<file path="config.mk">
export PLATFORM = sky130hd
export DESIGN_NAME = btg_top
export DESIGN_NICKNAME = d
export VERILOG_FILES = /design/src/rtl/btg_pkg.sv /design/src/rtl/btg_buffer.sv /design/src/rtl/btg_top.sv
export VERILOG_INCLUDE_DIRS = /design/src /design/src/rtl
export SDC_FILE = /design/constraint.sdc
export NUM_CORES = 2
export LEC_CHECK = 0
export ABC_AREA = 1
export BUFFER_PORTS_ARGS = -buffer_cell sky130_fd_sc_hd__buf_2
export CORE_MARGIN = 10
export CORE_UTILIZATION = 67
export CTS_CLUSTER_DIAMETER = 150
export DETAILED_ROUTE_END_ITERATION = 12
export GPL_ROUTABILITY_DRIVEN = 0
export GPL_TIMING_DRIVEN = 0
export PLACE_DENSITY = 0.95
export SETUP_SLACK_MARGIN = 0.15
export SLEW_MARGIN = 0
export SYNTH_ARGS = -nofsm -noshare
export SYNTH_HDL_FRONTEND = slang
export SYNTH_HIERARCHICAL = 1
export SYNTH_SLANG_ARGS = --single-unit
</file>
<file path="constraint.sdc">
create_clock -name CLK -period 4.8 [get_ports CLK]
set_clock_uncertainty 0.1 [all_clocks]
set_input_delay 1.2 -clock CLK [delete_from_list [all_inputs] [get_ports CLK]]
set_output_delay 1.2 -clock CLK [all_outputs]
set_load 0.02 [all_outputs]
</file>
<file path="src/rtl/btg_consts.svh">
/*
  register offsets, field positions, reset values and fixed figures of the
  tone generator; assumes inclusion by bare name from design files.
*/
`ifndef BTG_CONSTS_SVH
`define BTG_CONSTS_SVH

// register offsets on the control port
`define BTG_OFS_LEFT_CTRL 7'h47
`define BTG_OFS_RIGHT_CTRL 7'h48
`define BTG_OFS_LEN_HIGH 7'h49
`define BTG_OFS_LEN_MID 7'h4A
`define BTG_OFS_LEN_LOW 7'h4B
`define BTG_OFS_SIN_HIGH 7'h4C
`define BTG_OFS_SIN_LOW 7'h4D
`define BTG_OFS_COS_HIGH 7'h4E
`define BTG_OFS_COS_LOW 7'h4F

// field positions
`define BTG_EN_BIT 7
`define BTG_RSVD_BIT 6
`define BTG_LINK_HI 7
`define BTG_LINK_LO 6
`define BTG_VOL_HI 5
`define BTG_VOL_LO 0

// reset values
`define BTG_RST_LEFT_CTRL 8'h00
`define BTG_RST_RIGHT_CTRL 8'h00
`define BTG_RST_LEN_HIGH 8'h00
`define BTG_RST_LEN_MID 8'h00
`define BTG_RST_LEN_LOW 8'hEE
`define BTG_RST_SIN_HIGH 8'h10
`define BTG_RST_SIN_LOW 8'hD8
`define BTG_RST_COS_HIGH 8'h7E
`define BTG_RST_COS_LOW 8'hE3

// processing configuration that carries the tone
`define BTG_TONE_CFG 5'h19

// oscillator start amplitude, leaves headroom for the +2 dB setting
`define BTG_OSC_AMPL 16'h6000

// gain mantissas, 2.14 fixed point, for +2 dB down to -3 dB
`define BTG_MANT_0 16'h5092
`define BTG_MANT_1 16'h47CF
`define BTG_MANT_2 16'h4000
`define BTG_MANT_3 16'h390A
`define BTG_MANT_4 16'h32D6
`define BTG_MANT_5 16'h2D4F
`define BTG_MANT_FRAC 14

`endif

</file>
<file path="src/rtl/btg_pkg.sv">
/*
  types shared by the tone generator files; assumes nothing beyond a
  SystemVerilog compiler.
*/
package btg_pkg;
  typedef enum logic {BTG_IDLE, BTG_RUN} btg_state_type;
  typedef logic [7:0] btg_byte_type;
  typedef logic signed [15:0] btg_sample_type;
endpackage

</file>
<file path="src/rtl/btg_buffer.sv">
/*
  two-entry buffer with valid and ready on both sides; assumes one clock,
  a synchronous-release active-low reset and a clock enable.
*/
`timescale 1ns/10ps
`default_nettype none
module btg_buffer #(
  parameter int WIDTH = 32,
  parameter int DEPTH = 2
) (
  // clock and reset
  input wire logic clk,
  input wire logic rst_n,
  input wire logic ce,
  // filling side
  input wire logic in_valid,
  output logic in_ready,
  input wire logic [WIDTH-1:0] in_data,
  // draining side
  output logic out_valid,
  input wire logic out_ready,
  output logic [WIDTH-1:0] out_data
);
  logic [WIDTH-1:0] mem_reg [DEPTH];
  logic wr_ptr_reg;
  logic rd_ptr_reg;
  logic [1:0] count_reg;
  wire push = in_valid & in_ready;
  wire pop = out_valid & out_ready;

  // honest full and empty flags
  assign in_ready = (count_reg != 2'(DEPTH));
  assign out_valid = (count_reg != 2'h0);
  assign out_data = mem_reg[rd_ptr_reg];

  // pointers and occupancy
  always_ff @(posedge clk or negedge rst_n) begin
    if (!rst_n) begin
      wr_ptr_reg <= 1'b0;
      rd_ptr_reg <= 1'b0;
      count_reg <= 2'h0;
    end else if (ce) begin
      if (push) wr_ptr_reg <= ~wr_ptr_reg;
      if (pop) rd_ptr_reg <= ~rd_ptr_reg;
      count_reg <= count_reg + 2'(push) - 2'(pop);
    end
  end

  // storage, written only on a taken word
  always_ff @(posedge clk) begin
    if (ce && push) mem_reg[wr_ptr_reg] <= in_data;
  end
endmodule
`default_nettype wire

</file>
<file path="src/rtl/btg_top.sv">
/*
  tone generator for the stereo playback path: control registers, run
  length counter, recursive sine oscillator, per-channel volume and an
  output buffer. assumes SAMPLE_TICK pulses once per DAC sample period,
  synchronous to CLK, and that the control port is driven synchronously.
*/
// Summary of operation
// - enable bit starts tone, clears itself after
// - left volume code 0 +2 dB, -1 dB/step
// - right volume uses the same dB encoding
// - link field: 01 left=right, 10 right=left
// - exactly programmed sample count produced, then stop
// - 24-bit length from three bytes, reset 0x0000EE
// - 16-bit sine coefficient, reset bytes 0x10, 0xD8
// - one tone sample per DAC sample period
// - tone only in processing configuration 25
// - 16-bit cosine coefficient, reset bytes 0x7E, 0xE3
`timescale 1ns/10ps
`default_nettype none
`include "btg_consts.svh"
module btg_top (
  // clock, reset, clock enable
  input wire logic CLK,
  input wire logic ARST_N,
  input wire logic CE,
  // control register port
  input wire logic [6:0] REG_ADDR,
  input wire logic REG_WR,
  input wire btg_pkg::btg_byte_type REG_WDATA,
  output logic [7:0] REG_RDATA,
  // playback path context
  input wire logic SAMPLE_TICK,
  input wire logic [4:0] PROC_CFG,
  // tone sample stream
  output logic TONE_VALID,
  input wire logic TONE_READY,
  output logic [15:0] TONE_LEFT,
  output logic [15:0] TONE_RIGHT,
  // status
  output logic TONE_ACTIVE
);
  import btg_pkg::*;

  logic rst_meta_reg;
  logic rst_sync_reg;
  btg_state_type state_reg;
  btg_state_type state_next;
  logic rsvd_reg;
  logic [5:0] left_vol_reg;
  logic [7:0] right_ctrl_reg;
  logic [7:0] len_high_reg;
  logic [7:0] len_mid_reg;
  logic [7:0] len_low_reg;
  logic [7:0] sin_high_reg;
  logic [7:0] sin_low_reg;
  logic [7:0] cos_high_reg;
  logic [7:0] cos_low_reg;
  logic [23:0] cnt_reg;
  logic [23:0] cnt_next;
  logic pend_reg;
  logic pend_next;
  btg_sample_type osc_x_reg;
  btg_sample_type osc_y_reg;
  logic [7:0] rdata_reg;
  logic buf_in_ready;
  logic [31:0] buf_out_data;

  // volume code to linear gain: mantissa per dB in a 6 dB octave, then shift
  function automatic btg_sample_type btg_scale(input btg_sample_type smp, input logic [5:0] code);
    logic [5:0] step;
    logic [5:0] octave;
    logic signed [15:0] mant;
    logic signed [31:0] prod;
    logic signed [31:0] shifted;
    step = code % 6'h6;
    octave = code / 6'h6;
    case (step)
      6'h0: mant = `BTG_MANT_0;
      6'h1: mant = `BTG_MANT_1;
      6'h2: mant = `BTG_MANT_2;
      6'h3: mant = `BTG_MANT_3;
      6'h4: mant = `BTG_MANT_4;
      default: mant = `BTG_MANT_5;
    endcase
    prod = smp * mant;
    shifted = prod >>> (`BTG_MANT_FRAC + 32'(octave));
    return shifted[15:0];
  endfunction

  // reset release through two flip-flops
  always_ff @(posedge CLK or negedge ARST_N) begin
    if (!ARST_N) begin
      rst_meta_reg <= 1'b0;
      rst_sync_reg <= 1'b0;
    end else begin
      rst_meta_reg <= 1'b1;
      rst_sync_reg <= rst_meta_reg;
    end
  end

  // write decode
  wire wr_left = REG_WR & (REG_ADDR == `BTG_OFS_LEFT_CTRL);
  wire wr_right = REG_WR & (REG_ADDR == `BTG_OFS_RIGHT_CTRL);
  wire wr_len_h = REG_WR & (REG_ADDR == `BTG_OFS_LEN_HIGH);
  wire wr_len_m = REG_WR & (REG_ADDR == `BTG_OFS_LEN_MID);
  wire wr_len_l = REG_WR & (REG_ADDR == `BTG_OFS_LEN_LOW);
  wire wr_sin_h = REG_WR & (REG_ADDR == `BTG_OFS_SIN_HIGH);
  wire wr_sin_l = REG_WR & (REG_ADDR == `BTG_OFS_SIN_LOW);
  wire wr_cos_h = REG_WR & (REG_ADDR == `BTG_OFS_COS_HIGH);
  wire wr_cos_l = REG_WR & (REG_ADDR == `BTG_OFS_COS_LOW);

  // assembled length and coefficients
  wire [23:0] length_val = {len_high_reg, len_mid_reg, len_low_reg};
  wire signed [15:0] sin_coef = {sin_high_reg, sin_low_reg};
  wire signed [15:0] cos_coef = {cos_high_reg, cos_low_reg};

  // run control terms
  wire running = (state_reg == BTG_RUN);
  wire cfg_ok = (PROC_CFG == `BTG_TONE_CFG);
  wire start = wr_left & REG_WDATA[`BTG_EN_BIT] & ~running;
  wire step = running & cfg_ok & (SAMPLE_TICK | pend_reg) & (cnt_reg != 24'h0) & buf_in_ready;
  wire last = step & (cnt_reg == 24'h1);
  wire empty_run = running & (cnt_reg == 24'h0);

  // volume source selection
  wire [1:0] link = right_ctrl_reg[`BTG_LINK_HI:`BTG_LINK_LO];
  wire [5:0] right_vol = right_ctrl_reg[`BTG_VOL_HI:`BTG_VOL_LO];
  wire [5:0] left_eff = (link == 2'h1) ? right_vol : left_vol_reg;
  wire [5:0] right_eff = (link == 2'h2) ? left_vol_reg : right_vol;

  // oscillator rotation: x' = c x - s y, y' = s x + c y
  wire signed [31:0] p_cx = cos_coef * osc_x_reg;
  wire signed [31:0] p_sy = sin_coef * osc_y_reg;
  wire signed [31:0] p_sx = sin_coef * osc_x_reg;
  wire signed [31:0] p_cy = cos_coef * osc_y_reg;
  wire signed [32:0] sum_x = 33'(p_cx) - 33'(p_sy);
  wire signed [32:0] sum_y = 33'(p_sx) + 33'(p_cy);
  wire signed [15:0] x_rot = sum_x[30:15];
  wire signed [15:0] y_rot = sum_y[30:15];

  // scaled channel samples
  wire signed [15:0] left_smp = btg_scale(osc_y_reg, left_eff);
  wire signed [15:0] right_smp = btg_scale(osc_y_reg, right_eff);

  // state, counter and pending tick
  always_comb begin
    state_next = state_reg;
    cnt_next = cnt_reg;
    pend_next = pend_reg;
    case (state_reg)
      BTG_IDLE: begin
        pend_next = 1'b0;
        if (start) begin
          state_next = BTG_RUN;
          cnt_next = length_val;
        end
      end
      BTG_RUN: begin
        if (step) begin
          cnt_next = cnt_reg - 24'h1;
          pend_next = 1'b0;
        end else if (SAMPLE_TICK && cfg_ok) begin
          pend_next = 1'b1;
        end
        // a software write in the same cycle wins over the self-clear
        if (wr_left && !REG_WDATA[`BTG_EN_BIT]) begin
          state_next = BTG_IDLE;
        end else if ((last || empty_run) && !wr_left) begin
          state_next = BTG_IDLE;
        end
      end
      default: begin
        state_next = BTG_IDLE;
      end
    endcase
  end

  always_ff @(posedge CLK or negedge rst_sync_reg) begin
    if (!rst_sync_reg) begin
      state_reg <= BTG_IDLE;
      cnt_reg <= 24'h0;
      pend_reg <= 1'b0;
    end else if (CE) begin
      state_reg <= state_next;
      cnt_reg <= cnt_next;
      pend_reg <= pend_next;
    end
  end

  // oscillator state, restarted at each start
  always_ff @(posedge CLK or negedge rst_sync_reg) begin
    if (!rst_sync_reg) begin
      osc_x_reg <= `BTG_OSC_AMPL;
      osc_y_reg <= 16'h0000;
    end else if (CE) begin
      if (start) begin
        osc_x_reg <= `BTG_OSC_AMPL;
        osc_y_reg <= 16'h0000;
      end else if (step) begin
        osc_x_reg <= x_rot;
        osc_y_reg <= y_rot;
      end
    end
  end

  // configuration registers
  always_ff @(posedge CLK or negedge rst_sync_reg) begin
    if (!rst_sync_reg) begin
      rsvd_reg <= 1'(`BTG_RST_LEFT_CTRL >> `BTG_RSVD_BIT);
      left_vol_reg <= 6'h00;
      right_ctrl_reg <= `BTG_RST_RIGHT_CTRL;
      len_high_reg <= `BTG_RST_LEN_HIGH;
      len_mid_reg <= `BTG_RST_LEN_MID;
      len_low_reg <= `BTG_RST_LEN_LOW;
      sin_high_reg <= `BTG_RST_SIN_HIGH;
      sin_low_reg <= `BTG_RST_SIN_LOW;
      cos_high_reg <= `BTG_RST_COS_HIGH;
      cos_low_reg <= `BTG_RST_COS_LOW;
    end else if (CE) begin
      if (wr_left) begin
        rsvd_reg <= REG_WDATA[`BTG_RSVD_BIT];
        left_vol_reg <= REG_WDATA[`BTG_VOL_HI:`BTG_VOL_LO];
      end
      if (wr_right) right_ctrl_reg <= REG_WDATA;
      if (wr_len_h) len_high_reg <= REG_WDATA;
      if (wr_len_m) len_mid_reg <= REG_WDATA;
      if (wr_len_l) len_low_reg <= REG_WDATA;
      if (wr_sin_h) sin_high_reg <= REG_WDATA;
      if (wr_sin_l) sin_low_reg <= REG_WDATA;
      if (wr_cos_h) cos_high_reg <= REG_WDATA;
      if (wr_cos_l) cos_low_reg <= REG_WDATA;
    end
  end

  // read selection, enable bit shows the live run state
  wire [7:0] left_read = {running, rsvd_reg, left_vol_reg};
  wire [7:0] rd_mux =
    (REG_ADDR == `BTG_OFS_LEFT_CTRL) ? left_read :
    (REG_ADDR == `BTG_OFS_RIGHT_CTRL) ? right_ctrl_reg :
    (REG_ADDR == `BTG_OFS_LEN_HIGH) ? len_high_reg :
    (REG_ADDR == `BTG_OFS_LEN_MID) ? len_mid_reg :
    (REG_ADDR == `BTG_OFS_LEN_LOW) ? len_low_reg :
    (REG_ADDR == `BTG_OFS_SIN_HIGH) ? sin_high_reg :
    (REG_ADDR == `BTG_OFS_SIN_LOW) ? sin_low_reg :
    (REG_ADDR == `BTG_OFS_COS_HIGH) ? cos_high_reg :
    (REG_ADDR == `BTG_OFS_COS_LOW) ? cos_low_reg : 8'h00;

  // registered read data
  always_ff @(posedge CLK or negedge rst_sync_reg) begin
    if (!rst_sync_reg) begin
      rdata_reg <= 8'h00;
    end else if (CE) begin
      rdata_reg <= rd_mux;
    end
  end

  // output buffer, a stalled receiver holds the generator back
  btg_buffer #(
    .WIDTH(32),
    .DEPTH(2)
  ) btg_buffer_inst (
    .clk(CLK),
    .rst_n(rst_sync_reg),
    .ce(CE),
    .in_valid(step),
    .in_ready(buf_in_ready),
    .in_data({left_smp, right_smp}),
    .out_valid(TONE_VALID),
    .out_ready(TONE_READY),
    .out_data(buf_out_data)
  );

  // outputs
  assign TONE_LEFT = buf_out_data[31:16];
  assign TONE_RIGHT = buf_out_data[15:0];
  assign REG_RDATA = rdata_reg;
  assign TONE_ACTIVE = running;
endmodule
`default_nettype wire

</file>
==> metrics.md, run 1 <==
| Metric | Value |
|---|---|
| Port buffer count | 67 |
| #FFs+latches synth | approximately 210 |
| Distinct cells, synth | 64 |
| Clk root buf | clkbuf_16 |
| Run Error | [ERROR GRT-0116] Global routing finished with congestion. Check the congestion regions in the DRC Viewer. |
| Starting Density | 67.6% |
| Number of synthesized flops with an enable pin | 64 |
| Row cnt | 118 |
| Die H | 344 µm |
| Status | aborted with a tool error |
| Worst slack, placed | -4.57 ns |
| Avg Cell Area, Syn | roughly 8.1 µm² |
| Synth warnings | 6 |
| Mapped Area | 70200 µm² |
| Post-Syn Nets | between 10000 and 15000 |
| Post-synthesis sequential area ratio | 7.88% |
| CTS Buf Count | 26 |
| Mapped Cells | around 8700 |
| First-pass GRT wire length | 683000 µm |
| Sink Count | between 200 and 250 |
| Synth Flop Type | dfrtp_1 |
| Vias in the first global route | ~95000 |
| Failed at | global routing (5_1_grt) |
| Cts hold-fix bufs | 0 |
| Detailed placement HPWL | 206000 µm |
| Global route total overflow | 1884 |
| Asr flop ratio synth | 69.1% |
| Die width | 344 µm |
| Total global routing track utilization | 79.6% |
| Largest net degree at the start of global routing | between 60 and 70 |
| Depth of the CTS H-tree | 1 |
| I/O pins | 68 |
| Clock Path Buffers | 3 |
==> cell usage after synthesis (8+ instances only) <==
library cell	count	area share, %
xnor2_1	66	0.82
o22ai_1	20	0.18
inv_1	2319	12
o211ai_1	35	0.37
inv_2	26	0.14
ha_1	500	8.9
nor3_1	27	0.19
or2_2	17	0.15
nand2_1	2040	11
a21oi_1	181	1.3
o21ai_1	16	0.11
nand4_1	32	0.29
edfxtp_1	64	2.7
fa_1	1575	45
buf_1	23	0.12
clkinv_1	9	0.048
o21ai_0	212	1.5
xor2_1	69	0.86
buf_6	10	0.16
dfrtp_1	119	4.2
dfstp_2	24	0.90
nand3_1	354	2.5
o21a_1	11	0.12
clkbuf_1	297	1.6
nor2_1	411	2.2
nand2_4	8	0.13
a31oi_1	19	0.17
a21o_1	15	0.16
nor2_2	11	0.098
nand2_2	40	0.36
buf_2	33	0.24
==> per-layer routing <==
layer | global-route usage (%) | GRT overflow
met1 | 75.4 | 236
met2 | 88.0 | 932
met3 | 79.1 | 254
met4 | 74.8 | 427
met5 | 69.9 | 35
==> cell families after synthesis <==
logic type	Yosys count	share of synthesized area, %
buffers and inverters	2729	14.9
multiplexers	1	0.0160
AO/OA/AOI/OAI	557	4.51
AND/OR/NAND/NOR	2969	17.2
other	1	0.00534
XOR/XNOR	135	1.68
adder cells (fa/ha/maj)	2075	53.8
flip-flops	207	7.88
==> per-stage QoR <==
stage | utilization [%] | cells | cell area (µm²) | hold slack, ns
2_1_floorplan | - | 8674 | 72000 | 0.231
3_3_place_gp | 71.3 | 10100 | 74000 | 0.244
3_5_place_dp | 71.4 | 10100 | 74100 | 0.241
4_1_cts | 75.5 | 10300 | 78300 | 0.225
==> what timing repair did <==
action | 4_1_cts
gates cloned | 3
endpoints found under the setup margin | 96
resized for setup | 626
setup buffers | 130
pin swaps | 260
==> run 2, diff against run 1 <==
--- a/config.mk
+++ b/config.mk
@@ -9,13 +9,11 @@
 export ABC_AREA = 1
 export BUFFER_PORTS_ARGS = -buffer_cell sky130_fd_sc_hd__buf_2
 export CORE_MARGIN = 10
-export CORE_UTILIZATION = 67
-export CTS_CLUSTER_DIAMETER = 150
+export CORE_UTILIZATION = 40
 export DETAILED_ROUTE_END_ITERATION = 12
 export GPL_ROUTABILITY_DRIVEN = 0
 export GPL_TIMING_DRIVEN = 0
-export PLACE_DENSITY = 0.95
-export SETUP_SLACK_MARGIN = 0.15
+export PLACE_DENSITY_LB_ADDON = 0.15
 export SLEW_MARGIN = 0
 export SYNTH_ARGS = -nofsm -noshare
 export SYNTH_HDL_FRONTEND = slang
==> metrics.md, run 2 <==
| Metric | Value |
|---|---|
| Synth Flop Type | dfrtp_1 |
| Depth of the CTS H-tree | 1 (unchanged) |
| Slowest stage delay, CP | 0.57 ns |
| Critical path capture point type | flop |
| Hold Crit Class | reg -> async |
| Mux cell area share after synthesis | 0.0160% (unchanged) |
| Clk root buf | clkbuf_16 |
| Area share of the largest cell type after synthesis | 44.9% (unchanged) |
| Failing checks | setup timing |
| Initial antenna violation count | 8 |
| Row cnt | 153 (+30%) |
| Arrival time at the worst endpoint | roughly 8.8 ns |
| Sink Count | 207 (unchanged) |
| Met1 wire length | 106000 µm |
| Starting Density | 40.3% (-27 points) |
| Total global routing track utilization | 26.7% |
| Post-Syn Nets | 10800 (unchanged) |
| CP max-delay cell | fa_1 |
| Final slew viol count | 0 |
| Port buffer count | 67 (unchanged) |
| Multi-input gate area | 58900 µm² |
| Met3 routed WL | 29900 µm |
| # setup viols final | 96 |
| Crit-path max FO | 10 |
| Rel. slew slack | 6.49% |
| Post-synth top cells | inv_1, nand2_1, fa_1 |
| Post-synthesis sequential area ratio | 7.88% (unchanged) |
| Via density | 5.18 |
| Compound-Gate Fraction of Synth Area | 4.51% (unchanged) |
| Most frequent cells in the layout | inv_1, nand2_1, fa_1, ha_1, nor2_1 |
| Largest family of logic cells by synthesized area | adder cells |
| Core Footprint | 174000 µm² |
| Vias | between 50000 and 60000 |
| Detailed Routing Iterations Pass 1 | 6 |
| Mapped Area | 70200 µm² (unchanged) |
| Critical path launch point type | flop |
| Part of the cycle the worst path needs | 177% |
| Clk Latency, worst-skew pair | 0.68 ns |
| Post-Synth XOR/XNOR Area | 1.68% (unchanged) |
| Die H | 439 µm (+28%) |
| Dpl cell area | 75300 µm² (+1.6%) |
| Detailed Route WL | 261000 µm |
| Final Hold Fails | 0 |
| Die width | 439 µm (+28%) |
| Max Used Layer | met5 |
| Most frequent cell after synthesis | inv_1 |
| First-pass GRT wire length | 386000 µm |
| Max_cap viols | 0 |
| Synth Area in Adders | 53.8% (unchanged) |
| Asr flop ratio synth | 69.1% (unchanged) |
| Reg area | 5570 µm² |
| Nets | 11200 |
| I/O pins | 68 (unchanged) |
| Max Freq | 0.118 GHz |
| CTS tree | built |
| Synth top area cells | fa_1, inv_1, nand2_1 |
| Number of flip-flops in the largest register | 64 |
| Synth warnings | 6 (unchanged) |
| Area Growth Syn to Fin | 19.8% |
| Vias in the first global route | 60500 |
| Worst-Margin Slew | approximately 1.4 ns |
| Initial DRC count | 5592 |
| Simple-Gate Fraction of Synth Area | 17.2% (unchanged) |
| Die area | approximately 190000 µm² |
| Clock-pin slew on the worst setup and hold paths | 0.06 ns |
| Largest net degree at the start of global routing | 64 |
| Status | finished with violations |
| Global route total overflow | 0 |
| #FFs+latches synth | 207 (unchanged) |
| Post-synth top area cell | fa_1 |
| Clock Path Buffers | 3 (unchanged) |
| Wire per inst | 22.8 µm |
| Number of synthesized flops with an enable pin | 64 (unchanged) |
| Met2 WL | 112000 µm |
| Mapped Cells | 8674 (unchanged) |
| Crit Path Class | reg -> reg |
| Distinct cells, synth | 64 (unchanged) |
| Leading cell type in the layout, fill and taps excluded | inv_1 |
| Minimum clock period | ~8.5 ns |
| Setup TNS | -303.20 ns |
| CTS Buf Count | 29 (+12%) |
| Fill count | 17000 |
| Avg Cell Area, Syn | 8.09 µm² (unchanged) |
| Proportion of layout cells with a drive suffix above 1 | 19.5% |
| Final worst-path setup slack | -3.71 ns |
| Residual DRC count | 0 |
| Detail Route Antenna Nets | 0 |
| CP Data Required Time | 5.08 ns |
| Unrepaired setup endpoints after global routing | true |
| Detailed placement HPWL | 210000 µm (+1.9%) |
| Finished Cell Area | 84100 µm² |
run 2: path summary, 6_finish.rpt:
kind                       cells past startpoint                       endpoint               from  slack (ns)
max                                           46  btg_buffer_inst/mem_reg[0][0]  right_ctrl_reg[6]       -3.71
min in group CLK                               0                   rst_sync_reg       rst_meta_reg        0.26
max reg2reg                                   46  btg_buffer_inst/mem_reg[0][0]  right_ctrl_reg[6]       -3.71
min                                            0                left_vol_reg[0]       rst_sync_reg        0.22
min reg2reg                                    0                left_vol_reg[0]       rst_sync_reg        0.22
max in group asynchronous                      1                 cos_low_reg[1]       rst_sync_reg        3.58
run 2: what timing repair did:
action / in CTS / in global routing
hold buffers: 0 / 0
gates resized for setup: 471 / 1240
gates cloned: 2 / 5
pin swaps: 150 / 494
setup buffers: 96 / 221
setup endpoints to repair: 96 / 96
run 2: per-layer routing:
metal  track usage [%]  vias to the layer above
met5                 0                        -
met4              9.42                        8
met3              7.68                      544
met2              40.3                     2828
met1              36.6                    29800
li1                  -                    26000
run 2: logic make-up after synthesis:
logic type,after synthesis
xor gates and xnor gates,135
AOI/OAI and AO/OA,557
buffers and inverters,2729
muxes,1
adders and majority gates,2075
and+or+nand+nor,2969
DFF,207
other,1
run 2: layout make-up:
| class | count | area share, % |
|---|---|---|
| Multi-Input combinational cell | 5738 | 70.0 |
| Inverter | 2356 | 10.7 |
| Sequential cell | 207 | 6.62 |
| Buffer | 361 | 4.07 |
| Timing Repair Buffer | 392 | 3.98 |
| Tap cell | 2325 | 3.46 |
| Clock buffer | 30 | 0.867 |
| Clock inverter | 24 | 0.317 |
| Antenna cell | 5 | 0.0149 |
run 2: stage by stage:
| step | setup slack, ns | utilization, % | instances | hold slack (ns) |
|---|---|---|---|---|
| 2_1_floorplan | -3.20 | - | 8674 | 0.231 |
| 3_3_place_gp | -4.84 | 43.2 | 11100 | 0.240 |
| 3_5_place_dp | -4.86 | 43.2 | 11100 | 0.239 |
| 4_1_cts | -3.58 | 45.2 | 11200 | 0.203 |
| 5_1_grt | -4.03 | 48.3 | 11400 | 0.212 |
| 6_report | -3.71 | 48.3 | 11400 | 0.224 |
run 2: worst max-delay path, delay by kind of cell, from the launching register on:
kind / cells / cell delay [ns]
adders and majority gates: 8 / 3.50
and+or+nand+nor: 24 / 2.41
AOI/OAI and AO/OA: 6 / 0.96
buffers and inverters: 8 / 0.87
DFF: 1 / 0.37
Power of run 2 is left out: the tool's default activity adds up to more than one toggle a clock period on the data nets, which glitch-free logic cannot reach.
